### config.mk
export PLATFORM = sky130hd
export DESIGN_NAME = external_bus_address_strobes
export DESIGN_NICKNAME = d
export VERILOG_FILES = /design/src/logic/external_bus_address_strobes.v /design/src/logic/resp_skid_buffer.v /design/src/logic/byte_lane_decode.v
export VERILOG_INCLUDE_DIRS = /design/src /design/src/logic
export SDC_FILE = /design/constraint.sdc
export NUM_CORES = 1
export LEC_CHECK = 0
export ABC_AREA = 1
export BUFFER_PORTS_ARGS = -buffer_cell sky130_fd_sc_hd__buf_4
export CORE_MARGIN = 3
export CORE_UTILIZATION = 35
export DETAILED_ROUTE_END_ITERATION = 8
export HOLD_SLACK_MARGIN = 0.08
export PLACE_DENSITY = 0.61
export RECOVER_POWER = 25
export SYNTH_ARGS = -nofsm -noshare
export SYNTH_HDL_FRONTEND = slang
export SYNTH_SLANG_ARGS = --single-unit
### constraint.sdc
create_clock -name clock_in -period 3.8 [get_ports clock_in]
set_input_delay 0.19 -clock clock_in [delete_from_list [all_inputs] [get_ports clock_in]]
set_output_delay 0.19 -clock clock_in [all_outputs]
set_load 0.03 [all_outputs]
### src/logic/ext_bus_regs.vh
`ifndef EXT_BUS_REGS_VH
`define EXT_BUS_REGS_VH

// ********************************************************************
// Address and data widths
// ********************************************************************
`define INT_ADDR_W      24
`define EXT_ADDR_W      20
`define DATA_W          16

// ********************************************************************
// Reset fetch location, bus timing and answer width
// ********************************************************************
`define BOOT_ADDR       24'hFF2080
`define DATA_CYCLES     2'h2
`define RSP_W           17

`endif

### src/logic/external_bus_address_strobes.v
`timescale 1ns/1ps
`include "ext_bus_regs.vh"

module external_bus_address_strobes (
    input  wire        clock_in,
    input  wire        rst_b_in,
    input  wire        req_valid_in,
    output wire        req_ready_out,
    input  wire [23:0] req_addr_in,
    input  wire        req_write_in,
    input  wire        req_word_in,
    input  wire        req_internal_in,
    input  wire [15:0] req_wdata_in,
    input  wire        bus_wide_in,
    input  wire        bus_mux_in,
    input  wire        upper_pin_is_enable_in,
    output wire        rsp_valid_out,
    input  wire        rsp_ready_in,
    output wire [15:0] rsp_rdata_out,
    output wire        rsp_internal_out,
    output wire [15:0] low_address_pins_out,
    output wire [3:0]  upper_address_pins_out,
    input  wire [15:0] shared_addr_data_lines_in,
    output wire [15:0] shared_addr_data_lines_out,
    output wire        shared_addr_data_lines_oe_out,
    output wire        ale_out,
    output wire        address_valid_strobe_n_out,
    output wire        upper_byte_pin_n_out
);

    // ****************************************************************
    // States
    // ****************************************************************
    localparam [1:0] ST_IDLE = 2'h0;
    localparam [1:0] ST_ADDR = 2'h1;
    localparam [1:0] ST_DATA = 2'h2;
    localparam [1:0] ST_DONE = 2'h3;

    // ****************************************************************
    // Sequencer and pin registers
    // ****************************************************************
    reg [1:0]  state_q;
    reg        boot_q;
    reg        ready_q;
    reg [23:0] addr_q;
    reg        write_q;
    reg        word_q;
    reg        wide_q;
    reg        mux_q;
    reg        internal_q;
    reg        second_q;
    reg [15:0] wdata_q;
    reg [15:0] rdata_q;
    reg [1:0]  cnt_q;
    reg [15:0] lo_addr_q;
    reg [3:0]  up_addr_q;
    reg [15:0] ad_q;
    reg        ad_oe_q;
    reg        ale_q;
    reg        adv_n_q;
    reg        ub_n_q;
    reg        rsp_push_q;
    reg [15:0] rdata_d;

    wire       bhe_n;
    wire       wrh_n;
    wire       low_lane;
    wire       split;
    wire       buf_ready;
    wire       take;
    wire [23:0] cyc_addr;
    wire       last_data;

    // ****************************************************************
    // Cycle address and byte lanes
    // ****************************************************************
    // Word on an 8-bit bus goes out as two byte cycles, low byte first
    assign split    = word_q & ~wide_q;
    // Words on a 16-bit bus are kept aligned so A0 never selects nothing
    assign cyc_addr = (word_q & wide_q) ? {addr_q[23:1], 1'b0} : addr_q;
    assign take     = ready_q & req_valid_in;
    // The data window closes on the last count; the lines are sampled there
    assign last_data = (cnt_q == `DATA_CYCLES - 2'h1);

    byte_lane_decode u_lanes (
        .wide_in                 (wide_q),
        .word_in                 (word_q),
        .a0_in                   (cyc_addr[0]),
        .write_in                (write_q),
        .upper_byte_enable_n_out (bhe_n),
        .upper_byte_write_n_out  (wrh_n),
        .low_lane_out            (low_lane)
    );

    // ****************************************************************
    // Answer buffer
    // ****************************************************************
    // Decouples the sequencer from a receiver that stalls
    resp_skid_buffer #(
        .W (`RSP_W)
    ) u_rsp (
        .clock_in      (clock_in),
        .rst_b_in      (rst_b_in),
        .in_valid_in   (rsp_push_q),
        .in_ready_out  (buf_ready),
        .in_data_in    ({internal_q, rdata_q}),
        .out_valid_out (rsp_valid_out),
        .out_ready_in  (rsp_ready_in),
        .out_data_out  ({rsp_internal_out, rsp_rdata_out})
    );

    // ****************************************************************
    // Outputs
    // ****************************************************************
    assign req_ready_out                 = ready_q;
    assign low_address_pins_out          = lo_addr_q;
    assign upper_address_pins_out        = up_addr_q;
    assign shared_addr_data_lines_out    = ad_q;
    assign shared_addr_data_lines_oe_out = ad_oe_q;
    assign ale_out                       = ale_q;
    assign address_valid_strobe_n_out    = adv_n_q;
    assign upper_byte_pin_n_out          = ub_n_q;

    // ****************************************************************
    // Read data capture
    // ****************************************************************
    // Lanes not addressed keep their value, so a split word builds up
    always @*
    begin
        rdata_d = rdata_q;
        if (wide_q)
        begin
            if (low_lane)
                rdata_d[7:0] = shared_addr_data_lines_in[7:0];
            if (!bhe_n)
                rdata_d[15:8] = shared_addr_data_lines_in[15:8];
        end
        else if (cyc_addr[0])
            rdata_d[15:8] = shared_addr_data_lines_in[7:0];
        else
            rdata_d[7:0] = shared_addr_data_lines_in[7:0];
    end

    // ****************************************************************
    // Bus cycle sequencer
    // ****************************************************************
    always @(posedge clock_in or negedge rst_b_in)
    begin
        if (!rst_b_in)
        begin
            state_q    <= ST_IDLE;
            boot_q     <= 1'b1;
            ready_q    <= 1'b0;
            addr_q     <= 24'h000000;
            write_q    <= 1'b0;
            word_q     <= 1'b0;
            wide_q     <= 1'b0;
            mux_q      <= 1'b0;
            internal_q <= 1'b0;
            second_q   <= 1'b0;
            wdata_q    <= 16'h0000;
            rdata_q    <= 16'h0000;
            cnt_q      <= 2'h0;
            rsp_push_q <= 1'b0;
        end
        else
        begin
            case (state_q)
                ST_IDLE:
                begin
                    rsp_push_q <= 1'b0;
                    if (boot_q)
                    begin
                        // Reset fetch is a word read from the reset location
                        boot_q     <= 1'b0;
                        addr_q     <= `BOOT_ADDR;
                        write_q    <= 1'b0;
                        word_q     <= 1'b1;
                        wide_q     <= bus_wide_in;
                        mux_q      <= bus_mux_in;
                        internal_q <= 1'b0;
                        second_q   <= 1'b0;
                        rdata_q    <= 16'h0000;
                        state_q    <= ST_ADDR;
                    end
                    else if (take)
                    begin
                        ready_q    <= 1'b0;
                        addr_q     <= req_addr_in;
                        write_q    <= req_write_in;
                        word_q     <= req_word_in;
                        wide_q     <= bus_wide_in;
                        mux_q      <= bus_mux_in;
                        internal_q <= req_internal_in;
                        wdata_q    <= req_wdata_in;
                        second_q   <= 1'b0;
                        rdata_q    <= 16'h0000;
                        // Internal accesses never touch the pins or the strobe
                        state_q    <= req_internal_in ? ST_DONE : ST_ADDR;
                    end
                    else
                        ready_q <= 1'b1;
                end
                ST_ADDR:
                begin
                    cnt_q     <= 2'h0;
                    state_q   <= ST_DATA;
                end
                ST_DATA:
                begin
                    cnt_q <= cnt_q + 2'h1;
                    if (last_data)
                    begin
                        if (!write_q)
                            rdata_q <= rdata_d;
                        if (split && !second_q)
                        begin
                            second_q <= 1'b1;
                            addr_q   <= {addr_q[23:1], 1'b1};
                            state_q  <= ST_ADDR;
                        end
                        else
                            state_q <= ST_DONE;
                    end
                end
                ST_DONE:
                begin
                    // Hold until the buffer has room so no answer is dropped
                    if (rsp_push_q)
                    begin
                        rsp_push_q <= 1'b0;
                        state_q    <= ST_IDLE;
                    end
                    else if (buf_ready)
                        rsp_push_q <= 1'b1;
                end
                default:
                    state_q <= ST_IDLE;
            endcase
        end
    end

    // ****************************************************************
    // Pin drivers
    // ****************************************************************
    // Kept apart from the sequencer; they follow its state one clock later
    always @(posedge clock_in or negedge rst_b_in)
    begin
        if (!rst_b_in)
        begin
            lo_addr_q <= 16'h0000;
            up_addr_q <= 4'h0;
            ad_q      <= 16'h0000;
            ad_oe_q   <= 1'b0;
            ale_q     <= 1'b0;
            adv_n_q   <= 1'b1;
            ub_n_q    <= 1'b1;
        end
        else
        begin
            case (state_q)
                ST_ADDR:
                begin
                    // Only the low 20 bits of the internal address leave the chip
                    lo_addr_q <= cyc_addr[15:0];
                    up_addr_q <= cyc_addr[19:16];
                    ale_q     <= 1'b1;
                    adv_n_q   <= 1'b0;
                    ad_q      <= mux_q ? cyc_addr[15:0] : 16'h0000;
                    ad_oe_q   <= mux_q;
                    ub_n_q    <= upper_pin_is_enable_in ? bhe_n : 1'b1;
                end
                ST_DATA:
                begin
                    ale_q   <= 1'b0;
                    adv_n_q <= 1'b1;
                    ad_oe_q <= write_q;
                    // An 8-bit bus carries either byte on the low lane
                    if (!wide_q)
                        ad_q <= {8'h00, cyc_addr[0] ? wdata_q[15:8] : wdata_q[7:0]};
                    else
                        ad_q <= wdata_q;
                    if (upper_pin_is_enable_in)
                        ub_n_q <= bhe_n;
                    else
                        ub_n_q <= wrh_n;
                end
                ST_DONE:
                begin
                    // Release the shared lines; address pins keep the last address
                    ad_oe_q <= 1'b0;
                    ub_n_q  <= 1'b1;
                end
                default:
                begin
                    ale_q   <= 1'b0;
                    adv_n_q <= 1'b1;
                end
            endcase
        end
    end
endmodule // external_bus_address_strobes

### src/logic/resp_skid_buffer.v
`timescale 1ns/1ps

// ********************************************************************
// Two-entry buffer; slot zero is always the head so outputs are flops
// ********************************************************************
module resp_skid_buffer #(
    parameter W = 17
) (
    input  wire         clock_in,
    input  wire         rst_b_in,
    input  wire         in_valid_in,
    output wire         in_ready_out,
    input  wire [W-1:0] in_data_in,
    output wire         out_valid_out,
    input  wire         out_ready_in,
    output wire [W-1:0] out_data_out
);
    reg         v0_q;
    reg         v1_q;
    reg [W-1:0] d0_q;
    reg [W-1:0] d1_q;
    wire        push;
    wire        pop;

    assign push          = in_valid_in & ~v1_q;
    assign pop           = v0_q & out_ready_in;
    assign in_ready_out  = ~v1_q;
    assign out_valid_out = v0_q;
    assign out_data_out  = d0_q;

    always @(posedge clock_in or negedge rst_b_in)
    begin
        if (!rst_b_in)
        begin
            v0_q <= 1'b0;
            v1_q <= 1'b0;
            d0_q <= {W{1'b0}};
            d1_q <= {W{1'b0}};
        end
        else if (pop)
        begin
            if (v1_q)
            begin
                d0_q <= d1_q;
                if (push)
                    d1_q <= in_data_in;
                else
                    v1_q <= 1'b0;
            end
            else if (push)
                d0_q <= in_data_in;
            else
                v0_q <= 1'b0;
        end
        else if (push)
        begin
            if (!v0_q)
            begin
                d0_q <= in_data_in;
                v0_q <= 1'b1;
            end
            else
            begin
                d1_q <= in_data_in;
                v1_q <= 1'b1;
            end
        end
    end
endmodule // resp_skid_buffer

### src/logic/byte_lane_decode.v
`timescale 1ns/1ps

// ********************************************************************
// Upper-byte enable and upper-byte write strobe from size and A0
// ********************************************************************
module byte_lane_decode (
    input  wire wide_in,
    input  wire word_in,
    input  wire a0_in,
    input  wire write_in,
    output wire upper_byte_enable_n_out,
    output wire upper_byte_write_n_out,
    output wire low_lane_out
);
    wire upper_used;

    // Word or odd byte on a 16-bit bus uses the upper half
    assign upper_used              = wide_in & (word_in | a0_in);
    assign upper_byte_enable_n_out = ~upper_used;
    assign upper_byte_write_n_out  = ~(upper_used & write_in);
    assign low_lane_out            = ~wide_in | word_in | ~a0_in;
endmodule // byte_lane_decode

==> impl_metrics.toml, run 1 <==
[run_status]
status = "finished with violations"
violations = "max-capacitance violations, max-slew violations"

[logic_synthesis]
yosysUniqueCellTypes = 40
yosys.area.top_type = "dfrtp_1"
ys_seq_elements = 141
synth.top_cell.area_share_pct = 54.4
syn_area_um2 = 6340
synthArstFlopShare_pct = 100
yosys-top-cells-count = "nand2_1, dfrtp_1, o21ai_0"
synthFlopType = "dfrtp_1"
synth_nets = 803
yosys_warnings = 0
yosysSeqAreaShare_pct = 55.7
avgSynthCellArea_um2 = 8.68
synth_edf_count = 0
synthesis.instances = 731
netlist_top_cells_area = "dfrtp_1, nand2_1, o21ai_0"
synth_most_common_cell = "nand2_1"

[setup_path]
crit_required_ns = 4.12
path_class = "flop to flop"
startpoint = "state_q[0]"
crit_path_end_kind = "flop"
crit_end = "shared_addr_data_lines_out[15]"
critical_path_arrival_ns = 3.01
timing.rr.end = "shared_addr_data_lines_out[15]"
ff2ff_setup_slack_ns = 1.11
cp-start-kind = "flop"
rr_startpoint = "state_q[0]"
rr_worst_depth = 6
cp_max_fo = 27

[drt]
drt-total-wl_mm = 16.1
num_vias = 5251
ant_nets = 0
via_per_inst = 4.69
wl_met2_mm = 7.49
met3_length_mm = 1.20
avgRoutedWirePerCell_um = 14.3
topRoutingLayerUsed = "met4"
wl_met1_mm = 7.15
drt-pass1-iter-count = 5
drc = 0
drt_first_iter_violations = 251

[cells_and_area]
layout.nets = 954
area_delta_synth_final_pct = 28.7
postLayoutCoreUtil_pct = 46.6
multiInputGateArea_um2 = 2290
drive_gt1_share_pct = 15.6
regArea_um2 = 3530
fillers = 1787
antenna_cells = 0

[placed_design]
post-dp-hpwl_mm = 11.1
gp_congestion = 0.783
io_buffer_count = 120

[cts]
clkLatencyLatePin_ns = 0.41
cts_tree = "done"
post-cts-setup-buffers = 0
clock_tree.buffer_depth = 2
clk_pin_slew_ns = 0.06
cts_resized = 0
cts_inserted_buffers = 17
cts-root-buf = "clkbuf_16"
cts.sink_count = 141
h-tree-depth = 4
hold_buffers = 43

[die]
fp.dieH_um = 141
die_width_um = 141
ios = 125
dieArea_um2 = 19800
core_area_um2 = 17500
core.rowCount = 48
start_util_pct = 36.2

[sta]
slew_viol_final = 97
finalClockSkew_ns = 0.00698
fin_crit_sh_pct = 70.7
max_slew_margin_pct = -61.2
fmax_mhz = 372
min_period_ns = 2.69
max_slew.worst_pin.slew_ns = 2.42
rsz0062_at_grt = "no"
hold_viol = 0
setup_viol = 0
timing.setup.tns_ns = 0

[global_routing]
grt_max_degree = 97
antenna_found_initial = 0
grtUsageTotal_pct = 17.0
grt_pass1_wl_mm = 26.9
grt_pass1_vias = 5178
globalRouteOverflowTotal = 0

[worst_hold_path]
hold_path_class = "input pin to flop"
min_path_cells = 5

[power_and_ir_drop]
power_density_nw_per_um2 = 871
p_leak_nw = 4.02
peakVddDrop_uv = 436
power.total_mw = 7.11

[flow_run]
max_cap_viol_count = 1
[kinds of logic after synthesis]
group           count (synthesis)  share of synthesized area [%]
buf+inv                       115                           8.15
flops                         141                           55.7
fa+ha+maj                       6                           1.18
compound gates                150                           12.6
simple gates                  319                           22.4
[state kept, by name, indices dropped and copies added, names as in the netlist, 2 cells and up]
name	cells
addr_q	20
cnt_q	2
low_address_pins_out	16
rdata_q	16
shared_addr_data_lines_out	16
state_q	2
u_rsp.d1_q	17
u_rsp.out_data_out	17
upper_address_pins_out	4
wdata_q	16
[area by class of cell]
class	instances	share of cell area [%]
inverters	81	3.80
multi-input cells	475	28.0
well taps	225	3.45
clock inverters	13	1.73
repair buffers	166	14.3
flip-flops and latches	141	43.3
clock buffers	19	5.42
[metrics by stage]
stage	std cells	worst slack (ns)	cell area (um^2)	hold slack, ns
after detailed placement	1045	1.15	7340	0.351
after CTS	1120	1.12	8360	0.0946
after global placement	1045	1.17	7340	0.348
after floorplan	731	2.23	6340	-0.106
final	1120	1.11	8170	0.116
after global routing	1120	0.820	8170	0.125
[per-layer routing]
metal  GRT usage (%)  up-vias
li1                -     2650
met1            22.6     2442
met2            26.8      141
met3            5.33       18
met4            5.20        0
met5               0        -
[layout by cell type (no fill, tap or decap), drive strengths merged, types with 8 or more instances in the layout]
cell / synthesis / final
a21oi: 29 / 29
buf: 22 / 73
clkbuf: 12 / 69
clkinv: 3 / 9
dfrtp: 138 / 138
dlygate4sd3: 0 / 43
inv: 78 / 80
nand2: 204 / 204
nand3: 45 / 45
nand3b: 8 / 8
nand4: 8 / 8
nor2: 35 / 35
o21ai: 110 / 110
or2: 18 / 18
[worst max-delay path, cell delays in order (launching register included)]
cell and delay, ns:
dfrtp_1 0.42, inv_1 0.12, ha_1 0.86, nand2_1 0.70, nor2_1 0.25, a21oi_1 0.06
o21ai_0 0.18
[worst min path at each step]
stage                                       from                endpoint  slack, ns
global placement                        rst_b_in  u_rsp.out_data_out[11]       0.35
global route        shared_addr_data_lines_in[0]              rdata_q[0]       0.13
CTS                 shared_addr_data_lines_in[7]              rdata_q[7]       0.09
floorplan                               rst_b_in               addr_q[0]      -0.11
detailed placement                      rst_b_in  u_rsp.out_data_out[11]       0.35
finish              shared_addr_data_lines_in[7]              rdata_q[7]       0.12
[power by group]
part / total (mW) / switching [mW] / leakage (nW) / internal [mW]
registers: 2.48 / 0.337 / 1.81 / 2.14
clock network: 1.65 / 0.667 / 0.280 / 0.987
logic: 2.98 / 2.12 / 1.92 / 0.862
total: 7.11 / 3.12 / 4.02 / 3.99
No activity file was read; power rests on OpenSTA's default activity.
==> run 2, diff against run 1 <==
Settings changed: ABC_AREA 1 to 0, PLACE_DENSITY 0.61 to 0.63.
Clock period 3.8 ns to 2.2 ns, I/O delays scaled along.
==> run 2 against run 1 <==
Net effect: the run now ends clean; via count fell by 8.3%; flip-flop and latch count stayed put; count of clock-buffer cells in the layout fell by 1; synthesized cell count fell by 24%; fmax increased by 29%; clock power rose by 99%; area after synthesis shrank 3.6%; register-to-register slack lost 0.99 ns; critical path depth is the same; utilization increased by 4.4 points; final area grew 5.1%; die area down 3.4%; largest cell class unchanged; largest power group unchanged.
==> impl_metrics.toml, run 2 <==
[run_status]
status = "finished clean"

[cts]
cts.sink_count = 141
clock_tree.buffer_depth = 2
clk_pin_slew_ns = 0.06
cts_tree = "done"
cts-root-buf = "clkbuf_16"
cts_inserted_buffers = 17
post-cts-setup-buffers = 0
clkLatencyLatePin_ns = 0.42
h-tree-depth = 4

[placed_design]
gp_congestion = 0.835
placed_cells = 880
post-dp-hpwl_mm = 11.0
pre_cts_ws_ns = -0.0272
io_buffer_count = 120

[setup_path]
rr_startpoint = "state_q[1]"
rr_worst_depth = 6
path_class = "flop to flop"
crit_path_end_kind = "flop"
crit_slowest_cell = "or2_2"
cp_cell_sequence = "inv_1 > ha_2 > nor2_1 > a211o_1 > or2_2 > o211ai_2"
cp-start-kind = "flop"
crit_required_ns = 2.54
critical_path_arrival_ns = 2.42
cp_max_fo = 12
timing.rr.end = "rdata_q[5]"
ff2ff_setup_slack_ns = 0.12
max_stage_delay_ns = 0.48

[cells_and_area]
fin_cells = 974
fillers = 1500
multiInputGateArea_um2 = 2420
regArea_um2 = 3530
regMostFlops = "addr_q"
layout_common_cells = "dfrtp_1, buf_4, nand2_1"
area_delta_synth_final_pct = 40.2
largest_reg_flops = 20
antenna_cells = 0
drive_gt1_share_pct = 30.5
mostFrequentLayoutCell = "dfrtp_1"
layout.nets = 813

[sta]
timing.setup.tns_ns = 0
max_slew.worst_pin.slew_ns = 0.954
fin_hold_ws_ns = 0.158
rsz0062_at_grt = "no"
fmax_mhz = 481
postLayoutSetupSlackWorst_ns = 0.121
slew_viol_final = 0
hold_viol = 0
finalClockSkew_ns = 0.00681
setup_viol = 0
fin_crit_sh_pct = 94.5
max_slew_margin_pct = 36.4
min_period_ns = 2.08

[power_and_ir_drop]
power_density_nw_per_um2 = 1540
swShare_pct = 38.8
p_switching_mw = 5.13
power.share.sequential_pct = 34.3
clock_power_share_pct = 24.8
peakVddDrop_uv = 963
p_leak_nw = 4.18
comb_power_share_pct = 40.9
p_int_mw = 8.08

[worst_hold_path]
hold_path_class = "input pin to flop"
holdPathEnd = "word_q"
hold_start = "req_valid_in"
min_path_cells = 4

[logic_synthesis]
synth_most_common_cell = "dfrtp_1"
synth.top_cell.area_share_pct = 56.5
yosysUniqueCellTypes = 48
yosys.area.top_type = "dfrtp_1"
yosys-top-cells-count = "dfrtp_1, nand2_1, mux2_2"
synthArstFlopShare_pct = 100
synthFlopType = "dfrtp_1"
yosysSeqAreaShare_pct = 57.7
syn_area_um2 = 6120
synth_edf_count = 0
ys_seq_elements = 141
yosys_warnings = 0
synth_nets = 630
netlist_top_cells_area = "dfrtp_1, mux2_2, nand2_1"
synthesis.instances = 558
avgSynthCellArea_um2 = 11.0

[die]
ios = 125
die_width_um = 138
dieArea_um2 = 19100
fp.dieH_um = 138
core.rowCount = 47
core_area_um2 = 16800
start_util_pct = 36.4

[flow_run]
max_cap_viol_count = 0

[drt]
avgRoutedWirePerCell_um = 16.7
drt-pass1-iter-count = 4
drc = 0
ant_nets = 0
drt_first_iter_violations = 311
num_vias = 4816
via_per_inst = 4.94
drt-total-wl_mm = 16.2

[global_routing]
grtUsageTotal_pct = 17.2
antenna_found_initial = 0
grt_pass1_wl_mm = 26.6
globalRouteOverflowTotal = 0
grt_max_degree = 77
grt_pass1_vias = 5184
-- run 2: cell count changes after synthesis, moves of 25 or more --
cell	change
inv_1	-64
mux2_2	+44
mux2i_1	+25
nand2_1	-77
nand3_1	-34
o21ai_0	-61
-- run 2: metal layers --
metal,track usage [%],wire [um],vias to the layer above
li1,-,-,2288
met1,21.0,6800,2335
met2,28.3,7990,156
met3,5.59,979,37
met4,6.66,456,0
met5,0,0,-
-- run 2: cells by family (layout without fill, tap and decap cells) --
group	Yosys count	after routing	share of synthesized area (%)
AO/OA/AOI/OAI	110	110	12.1
flip-flops	141	141	57.7
buffers and inverters	43	239	3.09
AND/OR/NAND/NOR	185	185	12.9
adder cells (fa/ha/maj)	6	6	1.23
multiplexers	73	73	12.9
-- run 2: power by group through the flow --
stage | clock, mW | combinational, mW | sequential, mW
after global routing | 3.48 | 5.90 | 4.66
after detailed placement | 0 | 5.30 | 4.56
after floorplan | 0 | 2.83 | 5.15
after CTS | 3.34 | 5.44 | 4.53
final | 3.28 | 5.40 | 4.53
after global placement | 0 | 5.13 | 4.51
-- run 2: final cells by class --
| cell class | count | share of cell area, % |
|---|---|---|
| timing repair buffer | 199 | 19.1 |
| clock inverter | 14 | 2.82 |
| tap | 220 | 3.21 |
| sequential | 141 | 41.2 |
| multi-input combinational | 374 | 28.2 |
| inverter | 8 | 0.350 |
| clock buffer | 18 | 5.12 |
-- run 2: per-stage QoR --
stage	total power, mW	cell area (um^2)	utilization, %
2_1_floorplan	7.98	6120	-
3_3_place_gp	9.64	7280	43.3
3_5_place_dp	9.85	7280	43.3
4_1_cts	13.3	8590	51.1
5_1_grt	14.0	8580	51.0
6_report	13.2	8580	51.0
-- run 2: timing repair --
item                                    CTS  global route
hold buffers                             62             0
hold endpoints to repair                198             0
endpoints found under the setup margin    8            16
gates resized for setup                   1             3
-- run 2: worst max-delay path: cells and delay by family, from the launching register on --
| kind | cells | cell delay, ns |
|---|---|---|
| AND/OR/NAND/NOR | 2 | 0.56 |
| flip-flops | 1 | 0.41 |
| adder cells (fa/ha/maj) | 1 | 0.28 |
| buffers and inverters | 1 | 0.12 |
| AO/OA/AOI/OAI | 2 | 0.63 |
-- run 2: how the worst max path moves through the flow --
stage	from	endpoint	slack [ns]	depth (start not counted)
detailed placement	state_q[0]	rdata_q[10]	-0.03	6
finish	state_q[1]	rdata_q[5]	0.12	6
CTS	state_q[1]	rdata_q[11]	0.01	6
global route	state_q[0]	rdata_q[0]	0.003	6
global placement	state_q[0]	rdata_q[8]	0.1	6
floorplan	state_q[0]	state_q[1]	0.49	6
==> run 3, diff against run 2 <==
Settings changed: ABC_AREA 0 to 1.
==> run 3 against run 2 <==
Net effect: critical endpoint is now word_q; first-iteration DRC count shrank 0.96%; critical path type unchanged; clock power shrank 16%; cell count grew 18%; utilization shrank 1.7 points; register-to-register slack gained 0.05 ns; fmax grew 2.6%; final area grew 0.73%; flip-flop and latch count is the same; combinational power grew 5.6%; worst hold slack gained 0.17 ns; clock skew grew 0.0049 ns; largest power group unchanged.
==> impl_metrics.toml, run 3 (synthesized netlist as in run 1, its figures left out) <==
[global_routing]
grt_pass1_wl_mm = 26.7
grt_pass1_vias = 5303
grtUsageTotal_pct = 17.0
globalRouteOverflowTotal = 0
grt_max_degree = 53
antenna_found_initial = 0

[cells_and_area]
layout.nets = 987
fin_area_um2 = 8640
fillers = 1722
regArea_um2 = 3530
mostFrequentLayoutCell = "nand2_1"
antenna_cells = 0
area_delta_synth_final_pct = 36.2
layout_common_cells = "nand2_1, dfrtp_1, buf_4"
regMostFlops = "addr_q"
largest_reg_flops = 20
drive_gt1_share_pct = 22.2
multiInputGateArea_um2 = 2290

[drt]
ant_nets = 0
avgRoutedWirePerCell_um = 14.0
drt-pass1-iter-count = 4
via_per_inst = 4.63
num_vias = 5338
drt-total-wl_mm = 16.1
drc = 0
drt_first_iter_violations = 308

[sta]
max_slew_margin_pct = 11.7
min_period_ns = 2.03
setup_viol = 0
fmax_mhz = 494
max_slew.worst_pin.slew_ns = 1.32
hold_viol = 0
fin_crit_sh_pct = 92.1
rsz0062_at_grt = "no"
timing.setup.tns_ns = 0
finalClockSkew_ns = 0.0117
slew_viol_final = 0

[worst_hold_path]
min_path_cells = 4
holdPathEnd = "req_ready_out"
hold_start = "req_valid_in"
hold_path_class = "input pin to flop"

[cts]
cts.sink_count = 141
h-tree-depth = 4
clkLatencyLatePin_ns = 0.42
cts_tree = "done"
cts_inserted_buffers = 17
post-cts-setup-buffers = 0
clk_pin_slew_ns = 0.06
cts-root-buf = "clkbuf_16"
clock_tree.buffer_depth = 2

[power_and_ir_drop]
p_leak_nw = 4.36
power_density_nw_per_um2 = 1470
power.total_mw = 12.7
peakVddDrop_uv = 786

[setup_path]
rr_worst_depth = 7
timing.rr.end = "word_q"
cp_max_fo = 7
crit_required_ns = 2.49
path_class = "flop to flop"
cp-start-kind = "flop"
ff2ff_setup_slack_ns = 0.17
critical_path_arrival_ns = 2.32
crit_path_end_kind = "flop"
rr_startpoint = "state_q[0]"

[die]
core_area_um2 = 17500
die_width_um = 141
ios = 125
core.rowCount = 48
fp.dieH_um = 141
dieArea_um2 = 19800
start_util_pct = 36.2

[placed_design]
io_buffer_count = 120
placed_cell_area_um2 = 7470
gp_congestion = 0.831
post-dp-hpwl_mm = 11.4

[flow_run]
max_cap_viol_count = 0

[run_status]
status = "finished clean"
-- run 3: critical path, stage by stage, from the launching register on --
cell and delay, ns:
dfrtp_1 0.41, inv_1 0.11, ha_1 0.30, inv_2 0.12, nor2_4 0.16, nand3_2 0.10, o22a_1 0.16, dlygate4sd3_1 0.54
-- run 3: area by class of cell --
class,instances,share of cell area [%]
timing repair buffer,199,19.1
clock buffer,17,4.92
multi-input combinational,475,26.5
sequential,141,40.9
clock inverter,15,1.69
inverter,81,3.59
tap,225,3.26
-- run 3: through the flow --
| step | hold WS, ns | std cells | util, % | worst slack (ns) |
|---|---|---|---|---|
| after global placement | 0.0982 | 1060 | 42.6 | 0.235 |
| after global routing | 0.379 | 1153 | 49.3 | 0.0122 |
| after CTS | 0.221 | 1153 | 49.3 | 0.165 |
| final | 0.326 | 1153 | 49.3 | 0.174 |
| after detailed placement | 0.0954 | 1060 | 42.6 | 0.213 |
| after floorplan | -0.186 | 731 | - | 0.631 |
-- run 3: worst max-delay path by stage --
stage	cells after the start	to	start	slack (ns)
floorplan	10	rdata_q[10]	state_q[0]	0.63
global placement	5	addr_q[10]	state_q[0]	0.23
detailed placement	5	addr_q[1]	state_q[0]	0.21
CTS	7	word_q	state_q[1]	0.17
global route	5	addr_q[9]	state_q[0]	0.01
finish	7	word_q	state_q[0]	0.17
-- run 3: what timing repair did --
item	4_1_cts	5_1_grt
endpoints found under the hold margin	178	0
hold buffers	61	0
gates resized for setup	0	0
-- run 3: layer usage --
layer	wire, um	global-route usage, %	part of all wire (%)	up-vias
met2	7800	27.8	48	121
met3	997	5.56	6.2	14
li1	-	-	-	2718
met5	0	0	0	-
met4	241	5.66	1.5	0
met1	7090	21.2	44	2485
-- run 3: power by group --
group          total [mW]  switching [mW]  internal [mW]
clock                2.75            1.24           1.51
combinational        5.70            3.70           2.00
sequential           4.30           0.606           3.69
